[src/hdl/sac_pkg.sv]
// sac_pkg: shared constants and types for the serial converter link
// assumes: both ends and the bench refer to it as sac_pkg::name
package sac_pkg;

  // ----------------------------------------
  // frame geometry, counted in serial clock falls
  // ----------------------------------------
  localparam int unsigned FRAME_FALLS = 16;          // data floats at this fall
  localparam logic [4:0]  FRAME_END   = 5'h10;       // same figure as a count
  localparam logic [4:0]  SHDN_FALL   = 5'h02;       // first fall that arms shutdown
  localparam logic [4:0]  NORM_FALL   = 5'h0a;       // fall that keeps normal mode
  localparam logic [4:0]  TRACK_RISE  = 5'h0d;       // rise that returns to track
  localparam logic [4:0]  FIRST_FALL  = 5'h01;
  localparam logic [3:0]  LEAD_ZEROS  = 4'h0;        // bits ahead of the result
  localparam int unsigned DATA_W      = 12;
  localparam int unsigned FIFO_DEPTH  = 8;
  localparam logic        PWRUP_SHDN  = 1'b0;        // mode at power-up, either is legal

  // ----------------------------------------
  // host frame lengths per command
  // ----------------------------------------
  localparam logic [4:0]  END_READ    = 5'h10;       // full word
  localparam logic [4:0]  END_SLEEP   = 5'h04;       // abort inside the shutdown window
  localparam logic [4:0]  END_QUICK   = 5'h0c;       // cut after fall 10, before fall 15

  // ----------------------------------------
  // timing
  // ----------------------------------------
  localparam int unsigned REF_PERIOD_NS = 50;        // ref_clk at 20 MHz
  localparam int unsigned QUIET_NS      = 50;
  localparam int unsigned ACQ_NS        = 400;
  localparam int unsigned QUIET_CYC     = (QUIET_NS + REF_PERIOD_NS - 1) / REF_PERIOD_NS;
  localparam int unsigned ACQ_CYC       = (ACQ_NS + REF_PERIOD_NS - 1) / REF_PERIOD_NS;
  localparam logic [7:0]  GAP_CYC       = 8'((QUIET_CYC > ACQ_CYC) ? QUIET_CYC : ACQ_CYC);
  localparam logic [7:0]  HALF_CYC      = 8'h03;     // ref_clk cycles per serial clock half

  // ----------------------------------------
  // types
  // ----------------------------------------
  typedef enum logic [1:0] {
    CMD_READ  = 2'h0,
    CMD_SLEEP = 2'h1,
    CMD_QUICK = 2'h2
  } sac_cmd_t;

  typedef enum logic [4:0] {
    H_IDLE  = 5'h01,
    H_SETUP = 5'h02,
    H_LO    = 5'h04,
    H_HI    = 5'h08,
    H_GAP   = 5'h10
  } sac_hstate_t;

endpackage

[src/hdl/sac_link_if.sv]
// sac_link_if: the three-wire link between host and converter
// assumes: host drives select and clock, converter drives data with enable
`timescale 1ns/100ps

interface sac_link_if;
  logic cs_n;         // conversion select, active low
  logic sclk;         // serial clock, made by the host, idles high
  logic serial_out;   // converter data
  logic serial_oe;    // high while converter drives data

  modport dev (
    input  cs_n,
    input  sclk,
    output serial_out,
    output serial_oe
  );

  modport host (
    output cs_n,
    output sclk,
    input  serial_out,
    input  serial_oe
  );
endinterface

[src/hdl/sac_host.sv]
// sac_host: host end, frame sequencer with result fifo
// assumes: ref_clk domain; makes the serial clock by division
`timescale 1ns/100ps

// ----------------------------------------
// result fifo
// ----------------------------------------
module sac_fifo #(
  parameter int unsigned W = 12,
  parameter int unsigned D = 8
) (
  input  wire logic         ref_clk,
  input  wire logic         rst,
  input  wire logic         in_valid,
  output logic              in_ready,
  input  wire logic [W-1:0] in_data,
  output logic              out_valid,
  input  wire logic         out_ready,
  output logic [W-1:0]      out_data
);
  localparam int unsigned AW = $clog2(D);

  logic [W-1:0] mem [D];
  logic [AW:0]  wr_q;
  logic [AW:0]  rd_q;

  // full when pointers differ only in the wrap bit
  assign in_ready  = (wr_q[AW] == rd_q[AW]) || (wr_q[AW-1:0] != rd_q[AW-1:0]);
  assign out_valid = (wr_q != rd_q);
  assign out_data  = mem[rd_q[AW-1:0]];

  // storage
  always_ff @(posedge ref_clk) begin
    if (in_valid && in_ready) begin
      mem[wr_q[AW-1:0]] <= in_data;
    end
  end

  // pointers
  always_ff @(posedge ref_clk or posedge rst) begin
    if (rst) begin
      wr_q <= '0;
      rd_q <= '0;
    end else begin
      if (in_valid && in_ready) begin
        wr_q <= wr_q + 1'b1;
      end
      if (out_valid && out_ready) begin
        rd_q <= rd_q + 1'b1;
      end
    end
  end
endmodule

// ----------------------------------------
// sequencer
// ----------------------------------------
module sac_host (
  input  wire logic         ref_clk,
  input  wire logic         rst,
  sac_link_if.host          lnk,
  input  wire logic         cmd_valid,
  output logic              cmd_ready,
  input  wire sac_pkg::sac_cmd_t cmd,
  output logic              res_valid,
  input  wire logic         res_ready,
  output logic [11:0]       res_data,
  output logic              dummy_pending
);

  sac_pkg::sac_hstate_t st_q;
  sac_pkg::sac_cmd_t    cmd_q;
  logic [7:0]  tmr_q;
  logic [4:0]  falls_q;
  logic [4:0]  end_q;
  logic [15:0] shreg_q;
  logic        cs_n_q;
  logic        sclk_q;
  logic        dummy_q;
  logic        sd_m_q;
  logic        sd_q;
  logic        push;
  logic        fifo_ready;
  logic [11:0] word;

  // data pin crosses from the link into ref_clk
  always_ff @(posedge ref_clk or posedge rst) begin
    if (rst) begin
      sd_m_q <= 1'b0;
      sd_q   <= 1'b0;
    end else begin
      sd_m_q <= lnk.serial_out;
      sd_q   <= sd_m_q;
    end
  end

  // one word slot is reserved before a frame starts
  assign cmd_ready = (st_q == sac_pkg::H_IDLE) && fifo_ready;

  // frame sequencer, serial clock idles high
  always_ff @(posedge ref_clk or posedge rst) begin
    if (rst) begin
      st_q    <= sac_pkg::H_IDLE;
      cmd_q   <= sac_pkg::CMD_READ;
      tmr_q   <= 8'h00;
      falls_q <= 5'h00;
      end_q   <= sac_pkg::END_READ;
      shreg_q <= 16'h0000;
      cs_n_q  <= 1'b1;
      sclk_q  <= 1'b1;
    end else begin
      unique case (st_q)
        sac_pkg::H_IDLE: begin
          if (cmd_valid && cmd_ready) begin
            cmd_q   <= cmd;
            end_q   <= (cmd == sac_pkg::CMD_SLEEP) ? sac_pkg::END_SLEEP :
                       (cmd == sac_pkg::CMD_QUICK) ? sac_pkg::END_QUICK :
                                                     sac_pkg::END_READ;
            cs_n_q  <= 1'b0;
            falls_q <= 5'h00;
            tmr_q   <= 8'(sac_pkg::HALF_CYC - 8'h01);
            st_q    <= sac_pkg::H_SETUP;
          end
        end
        sac_pkg::H_SETUP, sac_pkg::H_HI: begin
          if (tmr_q == 8'h00) begin
            shreg_q <= {shreg_q[14:0], sd_q}; // bit read before each fall
            sclk_q  <= 1'b0;
            falls_q <= 5'(falls_q + 5'h01);
            tmr_q   <= 8'(sac_pkg::HALF_CYC - 8'h01);
            st_q    <= sac_pkg::H_LO;
          end else begin
            tmr_q <= 8'(tmr_q - 8'h01);
          end
        end
        sac_pkg::H_LO: begin
          if (tmr_q == 8'h00) begin
            sclk_q <= 1'b1;
            tmr_q  <= 8'(sac_pkg::HALF_CYC - 8'h01);
            if (falls_q == end_q) begin
              cs_n_q <= 1'b1;
              tmr_q  <= sac_pkg::GAP_CYC;
              st_q   <= sac_pkg::H_GAP;
            end else begin
              st_q <= sac_pkg::H_HI;
            end
          end else begin
            tmr_q <= 8'(tmr_q - 8'h01);
          end
        end
        sac_pkg::H_GAP: begin
          if (tmr_q == 8'h00) begin
            st_q <= sac_pkg::H_IDLE;
          end else begin
            tmr_q <= 8'(tmr_q - 8'h01);
          end
        end
        default: begin
          st_q   <= sac_pkg::H_IDLE;
          cs_n_q <= 1'b1;
          sclk_q <= 1'b1;
        end
      endcase
    end
  end

  // a cold start or a sleep frame makes the next frame a dummy
  always_ff @(posedge ref_clk or posedge rst) begin
    if (rst) begin
      dummy_q <= 1'b1;
    end else if (st_q == sac_pkg::H_LO && tmr_q == 8'h00 && falls_q == end_q) begin
      dummy_q <= (cmd_q == sac_pkg::CMD_SLEEP) | (dummy_q & (end_q != sac_pkg::END_READ));
    end
  end

  // full word uses bits 4..15; a cut word keeps its top bits
  assign word = (end_q == sac_pkg::END_READ) ? shreg_q[11:0] : {shreg_q[7:0], 4'h0};
  assign push = (st_q == sac_pkg::H_LO) && (tmr_q == 8'h00) && (falls_q == end_q) &&
                (cmd_q != sac_pkg::CMD_SLEEP) && !dummy_q;

  sac_fifo #(
    .W (sac_pkg::DATA_W),
    .D (sac_pkg::FIFO_DEPTH)
  ) u_fifo (
    .ref_clk   (ref_clk),
    .rst       (rst),
    .in_valid  (push),
    .in_ready  (fifo_ready),
    .in_data   (word),
    .out_valid (res_valid),
    .out_ready (res_ready),
    .out_data  (res_data)
  );

  assign lnk.cs_n      = cs_n_q;
  assign lnk.sclk      = sclk_q;
  assign dummy_pending = dummy_q;

endmodule

[src/flat_wrapper.sv]
// flat-port wrapper written by rule: the top's interface ports become plain ports
module sac_host_flat 
  (ref_clk, rst, cmd_valid, cmd_ready, cmd, res_valid, res_ready, res_data, dummy_pending, lnk_cs_n, lnk_sclk, lnk_serial_out, lnk_serial_oe);
  sac_link_if lnk_i ();
  input  wire logic ref_clk;
  input  wire logic rst;
  input  wire logic cmd_valid;
  output logic cmd_ready;
  input  wire sac_pkg::sac_cmd_t cmd;
  output logic res_valid;
  input  wire logic res_ready;
  output logic [11:0] res_data;
  output logic dummy_pending;
  output wire logic [$bits(lnk_i.cs_n)-1:0] lnk_cs_n;
  output wire logic [$bits(lnk_i.sclk)-1:0] lnk_sclk;
  input wire logic [$bits(lnk_i.serial_out)-1:0] lnk_serial_out;
  input wire logic [$bits(lnk_i.serial_oe)-1:0] lnk_serial_oe;
  assign lnk_cs_n = lnk_i.cs_n;
  assign lnk_sclk = lnk_i.sclk;
  assign lnk_i.serial_out = lnk_serial_out;
  assign lnk_i.serial_oe = lnk_serial_oe;
  sac_host u_core (.ref_clk(ref_clk), .rst(rst), .lnk(lnk_i), .cmd_valid(cmd_valid), .cmd_ready(cmd_ready), .cmd(cmd), .res_valid(res_valid), .res_ready(res_ready), .res_data(res_data), .dummy_pending(dummy_pending));
endmodule
[config.mk]
export PLATFORM = sky130hd
export DESIGN_NAME = sac_host_flat
export DESIGN_NICKNAME = d
export VERILOG_FILES = /design/src/hdl/sac_pkg.sv /design/src/hdl/sac_link_if.sv /design/src/hdl/sac_host.sv /design/src/flat_wrapper.sv
export SDC_FILE = /design/constraint.sdc
export NUM_CORES = 1
export LEC_CHECK = 0
export ABC_AREA = 1
export BUFFER_PORTS_ARGS = -buffer_cell sky130_fd_sc_hd__buf_2
export CORE_UTILIZATION = 51
export DETAILED_ROUTE_END_ITERATION = 16
export PLACE_DENSITY = 0.68
export SLEW_MARGIN = 20
export SYNTH_ARGS = -nofsm -noshare
export SYNTH_HDL_FRONTEND = slang
export SYNTH_SLANG_ARGS = --single-unit
[constraint.sdc]
create_clock -name ref_clk -period 5.4 [get_ports ref_clk]
set_input_delay 0 -clock ref_clk [delete_from_list [all_inputs] [get_ports ref_clk]]
set_output_delay 0 -clock ref_clk [all_outputs]
set_load 0.03 [all_outputs]
* Yosys cells after proc, flatten, opt, wreduce, memory -nomap -nowiden
Memory sizes are Yosys's and may differ from the RTL's.
Cells that the tools add are included.
** Word-level totals
- Output and inout port bits :: 17
- Memories kept :: 1
- Logic and storage cells :: 93
- Memory bits (writable) :: 96
- Register bits :: 50
- Input port bits :: 8
** Cells by class
- Eq/ne operators :: 21
- Bitwise logic cells :: 4
- Mux-type cells :: 27
- Add/subtract/negate cells :: 4
- Reduce and logical (&&, ||, !) cells :: 23
** Memory list
- u_core.u_fifo.mem :: words 8, bits a word 12, rd ports 1, clocked after memory_dff 0, write ports 1, RTL line sac_host.sv:23 : logic [W-1:0] mem [D];
** Operators with widths (count)
- $mux 5 :: 9
- $mux 8 :: 4
- $pmux 8 s4 :: 1
- $pmux 5 s4 :: 1
- $mux 12 :: 1
- $eq 5x5->1 const B :: 2
- $ne 2x1->1 const B :: 5
- $pmux 5 s2 :: 1
- $reduce_and 3->1 :: 3
- $add 4x1->4 const B :: 2
- $logic_and 1x1->1 :: 8
- $logic_not 8->1 :: 1
- $reduce_and 4->1 :: 2
- $sub 8x1->8 const B :: 1
- $mux 1 :: 7
- $pmux 1 s3 :: 2
- $add 5x1->5 const B :: 1
- $eq 5x1->1 const B :: 1
- $eq 5x2->1 const B :: 1
- $eq 5x3->1 const B :: 1
- $eq 5x4->1 const B :: 1
- $eq 5x5->1 :: 1
- $ne 5x5->1 const B :: 1
- $eq 2x1->1 const B :: 2
- other kinds (16) :: 20

* Logic depth before layout (Yosys ltp)
Gate-level depths: netlist (run 1).
- Word-level depth :: 8
- Mapped depth :: 11
- Mapped depth without buffers :: 11

* Cells and area by module
Synthesis (run 1) repeated with hierarchy kept, for this count alone.
** Second synthesis, totals
- Cells, all modules :: 665
- Area total of the unflattened synthesis :: 6608.8 µm²
** Modules (own cells, without submodules)
- sac_fifo :: area each 4262.8 µm², instances 1, cells each 358, seq. area each 3083.0 µm²
- sac_host :: area each 2346.0 µm², instances 1, cells each 307, seq. area each 1007.2 µm²

* Worst setup path before layout (run 1)
OpenSTA, ideal clock, no wires.
- Kind :: register to register
- Start :: register u_core.tmr_q[0]
- End :: memory u_core.u_fifo.mem[0][0], enable pin
- Stages on the path, launching flop included :: 9
- Required time :: 5020 ps
- Path buffers :: 0
- Setup time :: 380 ps
- Path slack :: 3139 ps
- Clock period less this slack :: 2261 ps
- Data arrival time :: 1881 ps
- Cell sequence :: dfrtp_1 > inv_1 > ha_1 > nand2_1 > nor2_8 > nand3_4 > nor2_8 > nand2_4 > nor2_1
** On the way
- Longest elaborated chain between the ends :: 8
** RTL lines
- start: declaration :: RTL line sac_host.sv:73 : logic [7:0] tmr_q;
- start signal: assignment :: RTL line sac_host.sv:121 : tmr_q <= 8'(sac_pkg::HALF_CYC - 8'h01);
- start signal: assignment :: RTL line sac_host.sv:130 : tmr_q <= 8'(sac_pkg::HALF_CYC - 8'h01);
- start signal: assignment :: RTL line sac_host.sv:133 : tmr_q <= 8'(tmr_q - 8'h01);
- $logic_not 8->1 :: RTL line sac_host.sv:178 : assign push = (st_q == sac_pkg::H_LO) && (tmr_q == 8'h00) && (falls_q == end_q) &&
- $logic_and 1x1->1 (3 in a row) :: RTL line sac_host.sv:178
- $logic_and 1x1->1 :: RTL line sac_host.sv:179 : (cmd_q != sac_pkg::CMD_SLEEP) && !dummy_q;
- $logic_and 1x1->1 :: RTL line sac_host.sv:34 : if (in_valid && in_ready) begin
- $mux 1 :: RTL line sac_host.sv:34
- $mux 1 (implied by the code) :: RTL line sac_host.sv:35 : mem[wr_q[AW-1:0]] <= in_data;
- end: declaration :: RTL line sac_host.sv:23
No other way between the ends.

* Worst setup path after layout (run 1)
- Start :: register u_core.u_fifo.rd_q[2]
- End :: memory u_core.u_fifo.mem[5][1], enable pin
** On the way
- Longest elaborated chain between the ends :: 5
** RTL lines
- start: declaration :: RTL line sac_host.sv:25 : logic [AW:0] rd_q;
- start signal: assignment :: RTL line sac_host.sv:49 : rd_q <= rd_q + 1'b1;
- $ne 3x3->1 :: RTL line sac_host.sv:28 : assign in_ready = (wr_q[AW] == rd_q[AW]) || (wr_q[AW-1:0] != rd_q[AW-1:0]);
- $logic_or 1x1->1 :: RTL line sac_host.sv:28
- $logic_and 1x1->1 :: RTL line sac_host.sv:34
- $mux 1 :: RTL line sac_host.sv:34
- $mux 1 (implied by the code) :: RTL line sac_host.sv:35
No other way between the ends.

==> run_results.csv, run 1 <==
group,metric,value,unit
placement,gp_congestion,0.8647,
worst_setup_path,startpoint_type,"flop",
sta,period_minus_slack,3028,ps
final_layout,nets,693,
sta,worstMarginPinSlew,997.8,ps
sta,hold_ws,219.8,ps
sta,clock.fmax,330.2,MHz
clocking,root_buffer,"clkbuf_16",
placement,portBuffers,23,
floorplan,die_area,0.01317,sq mm
global_routing,grt_pass1_vias,4428,
logic_synthesis,synth-seq-cells,144,
final_layout,nFillCells,1051,
logic_synthesis,syn_inst,644,
clocking,cts_tree,"built",
placement,post-place-ws,2118,ps
sta,setup_viol,0,
sta,slew_viol_final,0,
clocking,cts.path.max_buffers,2,
logic_synthesis,synth-seq-area-share,63.10,%
clocking,cts_num_sinks,144,
worst_setup_path,critPathMaxStageDelay,760,ps
route,vias_per_cell,5.311,
final_layout,n_antenna_cell,0,
worst_setup_path,path_max_fanout,15,
clocking,cts.clk_slew.worst_paths,60,ps
worst_hold_path,holdCritPathClass,"in -> reg",
final_layout,drive_gt1_share,14.18,%
clocking,cts_buffers,17,
sta,clock_skew,8.695,ps
route,drtIter0Drc,373,
final_layout,area_growth,14.55,%
global_routing,grt_pass1_wl,21710,um
floorplan,initial_core_util,53.08,%
route,drc,0,
clocking,clk_latency,420,ps
floorplan,die_width,114.7,um
clocking,htreeDepth,4,
power_and_ir_drop,leakagePower,3.033,nW
power_and_ir_drop,peakVddDrop,0.0003572,V
final_layout,final_common_cell,"nand2_1",
sta,fin_ws,2372,ps
worst_setup_path,cp_common_cell,"nand2_1",
route,wire_per_inst,15.82,um
route,drt-met1-wl,5933,um
worst_setup_path,crit_chain,"inv_2, nand2_1, nand2_1, nand4_2, nand3b_2, nor2_8, nand2_4, nor2_1, buf_4",
route,met3_length,616,um
sta,fin_setup_tns,0,ps
worst_setup_path,slowest_stage,"dfrtp_1",
worst_setup_path,required,5530,ps
worst_setup_path,worstPathArrival,3160,ps
route,first_pass_iters,4,
clocking,cts.repair.resized,0,
final_layout,seq_area,0.004090,sq mm
power_and_ir_drop,p_per_area,572.1,mW/mm^2
final_layout,multi_input_area,0.002118,sq mm
route,antenna_left,0,
placement,dp_hpwl,8247,um
worst_setup_path,setup.worst_path.class,"reg -> reg",
logic_synthesis,synth_warnings,0,
job,maxCapViolCount,0,
power_and_ir_drop,p_total,4.248,mW
global_routing,grt_usage,22.34,%
floorplan,core,0.01221,sq mm
global_routing,grt_antenna_before_repair,0,
logic_synthesis,syn_area,0.006482,sq mm
logic_synthesis,synth_area_per_cell,10.07,sq um
sta,timing.slew.headroom,32.77,%
sta,rsz0062_at_grt,"no",
floorplan,io_pins,25,
global_routing,grt-ovfl-total,0,
final_layout,mostFrequentLayoutCells,"nand2_1, edfxtp_1, nor2_1",
sta,hold_viol,0,
status,status,"completed",
route,via_count,4562,
sta,period_share,56.08,%
floorplan,rows,40,
route,wl,13590,um
logic_synthesis,syn-num-nets,659,
logic_synthesis,ys_types,33,
floorplan,dieHeight,114.7,um
route,top_layer,"met4",
global_routing,grt_max_degree,53,
worst_setup_path,worst_setup_path_end_kind,"flop",
route,wl_met2,6816,um
report_power, final:
group,internal [mW],leakage [nW],switching (mW)
Clock,0.695,0.281,0.457
Sequential,1.34,1.50,0.102
Combinational,0.467,1.25,1.19
per-layer routing:
metal  GRT usage, %  vias to the layer above
met4          8.225                        0
met2          38.83                      103
met5              0                        -
met3          4.692                       20
met1          27.69                     2192
li1               -                     2247
flip-flops by register name, indices dropped and copies added (netlist names):
signal	flops
u_core.lnk.sclk	1
u_core.u_fifo.rd_q	4
u_core.tmr_q	8
u_core.falls_q	5
u_core.dummy_pending	1
u_core.st_q	5
u_core.shreg_q	12
u_core.end_q	3
u_core.sd_q	1
u_core.sd_m_q	1
u_core.u_fifo.wr_q	4
u_core.lnk.cs_n	1
u_core.cmd_q	2
u_core.u_fifo.mem	96
per-stage QoR:
| stage | std cells | utilization [%] | instance area [sq um] |
|---|---|---|---|
| floorplan | 644 | - | 6482 |
| global placement | 820 | 55.41 | 6766 |
| detailed placement | 820 | 55.43 | 6769 |
| CTS | 859 | 60.76 | 7420 |
| global route | 859 | 60.81 | 7426 |
| finish | 859 | 60.81 | 7426 |
cell families after synthesis:
group,after synthesis,synth area share [%]
and+or+nand+nor,293,19.98
DFF,144,63.10
AOI/OAI and AO/OA,117,9.747
buffers and inverters,72,4.343
xor gates and xnor gates,11,1.486
adders and majority gates,7,1.351
worst max-delay path, delay by kind of cell, from the launching register on:
family	cells	cell delay (ps)
and+or+nand+nor	7	1350
DFF	1	760
buffers and inverters	2	600
final timing paths:
kind                                                 to                  start  slack [ps]  cells past startpoint
worst min register to register              u_core.sd_q          u_core.sd_m_q         350                      0
worst max register to register  u_core.u_fifo.mem[5][1]  u_core.u_fifo.rd_q[2]        2370                      9
max in group asynchronous            u_core.shreg_q[10]                    rst        4610                      3
worst max-delay path            u_core.u_fifo.mem[5][1]  u_core.u_fifo.rd_q[2]        2370                      9
min in group asynchronous         u_core.u_fifo.rd_q[0]                    rst         270                      3
worst min-delay path                      u_core.sd_m_q         lnk_serial_out         220                      2
cells in the mapped netlist:
cell / count / area [sq um]
inv_2: 8 / 30.03
buf_1: 1 / 3.750
edfxtp_1: 96 / 2883
nand4_2: 1 / 12.51
o21ai_1: 6 / 30.03
o22ai_1: 24 / 150.1
clkbuf_1: 14 / 52.55
nor2_8: 2 / 40.04
nand2_1: 152 / 570.6
a21oi_1: 6 / 30.03
o211ai_1: 1 / 7.510
nand3_2: 1 / 10.01
buf_2: 6 / 30.03
clkinv_1: 2 / 7.510
nand3_1: 26 / 130.1
xor2_1: 9 / 78.83
and2_4: 1 / 8.760
nor2_2: 5 / 31.28
o21bai_1: 1 / 7.510
nand3_4: 2 / 35.03
nand4_1: 10 / 62.56
xnor2_1: 2 / 17.52
o21ai_0: 78 / 390.4
dfstp_2: 5 / 131.4
nor2_1: 85 / 319.1
buf_4: 1 / 7.510
nand2_4: 4 / 45.04
nand3b_2: 1 / 11.26
nand2_2: 3 / 18.77
dfrtp_1: 43 / 1076
ha_1: 7 / 87.58
inv_1: 40 / 150.1
a21oi_4: 1 / 16.27
what timing repair did:
action                                 4_1_cts  5_1_grt
setup endpoints to repair                    0        0
endpoints found under the hold margin       54        0
hold buffers                                 7        0
setup buffers                                0        0
cell type report:
| type | instances | area share (%) |
|---|---|---|
| inverters | 50 | 2.544 |
| clock inverters | 12 | 1.803 |
| repair buffers | 37 | 3.201 |
| clock buffers | 20 | 6.015 |
| flip-flops and latches | 144 | 55.08 |
| multi-input cells | 428 | 28.53 |
| well taps | 168 | 2.831 |
Power figures use the tool's default switching activity.
==> run 2, diff against run 1 <==
Settings changed: PLACE_DENSITY 0.68 to 0.7.
Clock period 5.4 ns to 2.7 ns, I/O delays scaled along.
==> run_results.csv, run 2 (synthesis gave the netlist of run 1 again) <==
group,metric,value,unit
status,status,"completed",
clocking,cts.clk_slew.worst_paths,60,ps
floorplan,io_pins,25,
route,vias_per_cell,5.272,
power_and_ir_drop,leakagePower,3.086,nW
clocking,cts_buffers,17,
placement,portBuffers,23,
global_routing,grt_antenna_before_repair,0,
placement,dpl_cell_area,0.006864,sq mm
sta,clock.fmax,425.5,MHz
power_and_ir_drop,p_per_area,1117,mW/mm^2
power_and_ir_drop,p_total,8.353,mW
power_and_ir_drop,pwr-share-comb,40.2,%
final_layout,n_antenna_cell,0,
sta,setup_viol,0,
worst_setup_path,worst_setup_path_end_kind,"flop",
final_layout,final_common_cell,"nand2_1",
power_and_ir_drop,p_switching,3.397,mW
route,antenna_left,0,
final_layout,layoutNonFillerInstCount,872,
route,wl,12660,um
sta,rsz0062_at_grt,"no",
route,drtIter0Drc,351,
sta,period_minus_slack,2350,ps
placement,gp_congestion,0.8531,
clocking,clk_latency,420,ps
floorplan,core,0.01221,sq mm
final_layout,drive_gt1_share,15.20,%
power_and_ir_drop,peakVddDrop,0.0007004,V
global_routing,grt_pass1_vias,4294,
final_layout,mostFrequentLayoutCells,"nand2_1, edfxtp_1, nor2_1",
clocking,cts_num_sinks,144,
sta,fin_ws,349.6,ps
worst_setup_path,required,2750,ps
worst_setup_path,worstPathArrival,2400,ps
placement,post-place-ws,345.2,ps
worst_setup_path,setup.worst_path.class,"reg -> reg",
floorplan,die_area,0.01317,sq mm
final_layout,nets,706,
final_layout,nFillCells,1020,
final_layout,largest_register_ffs,96,
power_and_ir_drop,internal_power,4.956,mW
final_layout,multi_input_area,0.002111,sq mm
power_and_ir_drop,pwr-share-seq,34.2,%
worst_setup_path,ff2ff_setup_slack,350,ps
sta,fin_setup_tns,0,ps
global_routing,grt_max_degree,52,
floorplan,die_width,114.7,um
worst_hold_path,holdCritPathClass,"in -> async",
global_routing,grt-ovfl-total,0,
sta,timing.slew.headroom,35.94,%
route,drc,0,
clocking,root_buffer,"clkbuf_16",
worst_setup_path,r2r_end,"u_core.u_fifo.mem[4][7]",
floorplan,dieHeight,114.7,um
power_and_ir_drop,p_sw_share,40.66,%
route,wire_per_inst,14.51,um
final_layout,seq_area,0.004090,sq mm
worst_setup_path,crit_path_start,"u_core.tmr_q[0]",
clocking,cts_tree,"built",
clocking,cts.path.max_buffers,2,
clocking,htreeDepth,4,
worst_setup_path,r2r_cells,8,
sta,period_share,87.05,%
route,first_pass_iters,5,
placement,dp.cells,833,
worst_setup_path,r2r-start,"u_core.tmr_q[0]",
sta,worstMarginPinSlew,950.8,ps
final_layout,final_util,61.22,%
worst_setup_path,startpoint_type,"flop",
sta,hold_ws,170.2,ps
power_and_ir_drop,clockPowerShare,25.5,%
floorplan,rows,40,
global_routing,grt_usage,21.21,%
final_layout,stdcell_area,0.007476,sq mm
job,maxCapViolCount,0,
final_layout,area_growth,15.33,%
floorplan,initial_core_util,53.08,%
global_routing,grt_pass1_wl,21020,um
sta,hold_viol,0,
worst_setup_path,path_max_fanout,12,
sta,clock_skew,10.43,ps
placement,dp_hpwl,8355,um
sta,slew_viol_final,0,
route,via_count,4597,
[run 2: power by group through the flow]
stage	Combinational, mW	Clock, mW	Sequential [mW]
floorplan	2.52	0	2.89
finish	3.36	2.13	2.86
CTS	3.37	2.16	2.86
detailed placement	3.34	0	2.90
global route	3.74	2.26	2.89
global placement	3.24	0	2.89
[run 2: what timing repair did]
action,4_1_cts,5_1_grt
hold endpoints to repair,35,0
buffers inserted,0,0
resized for setup,0,0
hold buffers,7,0
[run 2: cell type report]
class	instances	area share, %
inverter	50	2.510
sequential	144	54.71
timing repair buffer	50	4.485
clock buffer	21	6.025
tap	168	2.812
clock inverter	11	1.222
multi-input combinational	428	28.23
[run 2: routing by layer]
layer	global-route usage [%]	routed length [um]
met1	28.56	5906
met2	34.59	5988
met3	4.481	607
met4	7.186	152
met5	0	0
[run 2: how the worst max path moves through the flow]
stage / to / slack (ps) / cells past startpoint
after floorplan: u_core.u_fifo.mem[0][0] / 440 / 8
after global placement: u_core.u_fifo.mem[4][8] / 420 / 8
after detailed placement: u_core.u_fifo.mem[4][10] / 350 / 8
after CTS: u_core.u_fifo.mem[4][7] / 330 / 9
after global routing: u_core.u_fifo.mem[4][8] / 160 / 9
final: u_core.u_fifo.mem[4][7] / 350 / 8
[run 2: worst max-delay path, cell delays in order (launching register included)]
cell     delay (ps)
dfrtp_1         390
inv_1           140
ha_1            160
nand2_1         120
nor2_8          230
nand3_4         150
nor2_8          200
nand2_4          90
nor2_2          500
==> run 3, diff against run 2 <==
--- a/config.mk
+++ b/config.mk
@@ -10,5 +10,5 @@
 export CORE_UTILIZATION = 51
 export DETAILED_ROUTE_END_ITERATION = 16
-export PLACE_DENSITY = 0.7
+export PLACE_DENSITY = 0.68
 export SLEW_MARGIN = 20
 export SYNTH_ARGS = -nofsm -noshare
==> constraint.sdc (replaced) <==
create_clock -name ref_clk -period 2.8 [get_ports ref_clk]
set_input_delay 0 -clock ref_clk [delete_from_list [all_inputs] [get_ports ref_clk]]
set_output_delay 0 -clock ref_clk [all_outputs]
set_load 0.1 [all_outputs]
==> run_results.csv, run 3 (synthesis gave the netlist of run 1 again) <==
group,metric,value,unit
clocking,cts_num_sinks,144,
final_layout,largest_register_ffs,96,
worst_setup_path,worst_setup_path_end_kind,"primary output",
worst_setup_path,startpoint_type,"flop",
sta,fin_ws,447.2,ps
clocking,cts_setup_buffers,0,
status,status,"completed",
clocking,cts_buffers,17,
route,drtIter0Drc,433,
power_and_ir_drop,peakVddDrop,0.0009436,V
placement,dp.cells,834,
final_layout,final_common_cell,"nand2_1",
clocking,clk_latency,420,ps
global_routing,grt-ovfl-total,0,
worst_setup_path,critPathTopFamily,"buffers and inverters",
sta,period_minus_slack,2353,ps
global_routing,grt_pass1_wl,21930,um
worst_setup_path,ff2ff_setup_slack,560,ps
floorplan,die_width,114.7,um
route,wl,13390,um
placement,portBuffers,23,
clocking,cts.path.max_buffers,2,
worst_hold_path,min-delay-start,"lnk_serial_out",
worst_setup_path,r2r-start,"u_core.end_q[4]",
sta,timing.slew.headroom,42.76,%
sta,hold_viol,0,
clocking,cts_tree,"built",
clocking,cts.repair.resized,0,
global_routing,grt_pass1_vias,4482,
placement,post-place-ws,595.0,ps
final_layout,nets,707,
worst_setup_path,required,2800,ps
sta,clock.fmax,425.0,MHz
floorplan,rows,40,
final_layout,final_util,61.92,%
sta,period_share,84.03,%
final_layout,drive_gt1_share,15.74,%
final_layout,layoutNonFillerInstCount,873,
route,vias_per_cell,5.371,
clocking,hold_buffers,7,
sta,worstMarginPinSlew,849.7,ps
sta,slew_viol_final,0,
final_layout,n_antenna_cell,0,
worst_setup_path,path_max_fanout,39,
worst_setup_path,worstPathArrival,2350,ps
sta,setup_viol,0,
worst_setup_path,critPathMaxStageDelay,430,ps
worst_setup_path,r2r_end,"u_core.u_fifo.mem[2][4]",
final_layout,area_growth,16.64,%
power_and_ir_drop,p_total,9.358,mW
floorplan,io_pins,25,
route,antenna_left,0,
floorplan,dieHeight,114.7,um
worst_hold_path,holdCritPathClass,"in -> reg",
route,drc,0,
floorplan,initial_core_util,53.08,%
placement,dpl_cell_area,0.006872,sq mm
power_and_ir_drop,p_per_area,1238,mW/mm^2
power_and_ir_drop,leakagePower,3.126,nW
worst_setup_path,path_depth,7,
floorplan,die_area,0.01317,sq mm
clocking,cts.clk_slew.worst_paths,60,ps
job,maxCapViolCount,0,
route,via_count,4689,
route,first_pass_iters,5,
worst_hold_path,worstHoldEndpoint,"u_core.sd_m_q",
clocking,root_buffer,"clkbuf_16",
floorplan,core,0.01221,sq mm
worst_setup_path,path_buf_inv,3,
global_routing,grt_max_degree,49,
sta,clock_skew,4.855,ps
sta,fin_setup_tns,0,ps
route,wire_per_inst,15.34,um
sta,hold_ws,227.5,ps
placement,dp_hpwl,8491,um
worst_setup_path,r2r_cells,2,
worst_hold_path,hold_depth,2,
clocking,htreeDepth,4,
placement,gp_congestion,0.8329,
worst_setup_path,setup.worst_path.class,"reg -> out",
sta,rsz0062_at_grt,"no",
final_layout,stdcell_area,0.007561,sq mm
worst_setup_path,slowest_stage,"buf_2",
final_layout,mostFrequentLayoutCells,"nand2_1, edfxtp_1, nor2_1",
worst_setup_path,crit_chain,"buf_4, buf_4, o21ai_0, o22ai_1, nand2_1, nand2_1, buf_2",
global_routing,grt_usage,22.43,%
global_routing,grt_antenna_before_repair,0,
## run 3: cell count changes in the layout (fill, tap and decap cells not counted)
cell        delta
bufinv_16      +3
inv_6          +1
buf_4          +1
inv_2          -1
clkbuf_8       -1
clkinvlp_4     +1
clkbuf_1       -3
## run 3: worst max path at each step
| stage | startpoint | end |
|---|---|---|
| after floorplan | u_core.tmr_q[0] | u_core.u_fifo.mem[0][0] |
| after detailed placement | u_core.u_fifo.rd_q[2] | u_core.u_fifo.mem[3][7] |
| after global placement | u_core.u_fifo.rd_q[2] | u_core.u_fifo.mem[0][7] |
| after CTS | u_core.u_fifo.rd_q[0] | res_data[3] |
| after global routing | u_core.u_fifo.rd_q[0] | res_data[4] |
| final | u_core.u_fifo.rd_q[0] | res_data[3] |
## run 3: per-layer routing
layer	GRT usage (%)	vias up	routed length, um	part of all wire [%]
li1	-	2282	-	-
met1	29.47	2262	6183	46
met2	36.57	128	6358	47
met3	5.271	17	619	4.6
met4	8.485	0	232	1.7
met5	0	-	0	0
## run 3: cell type report
type,count,area [sq um]
inverter,50,188.9
sequential,144,4090
clock buffer,17,425.4
multi-input combinational,428,2111
fill,997,4651
clock inverter,15,192.7
timing repair buffer,51,342.8
tap,168,210.2
## run 3: power breakdown
part	total, mW	leakage, nW	switching [mW]	internal, mW
Combinational	4.23	1.32	3.29	0.943
Clock	2.34	0.295	0.859	1.48
Sequential	2.78	1.51	0.197	2.59
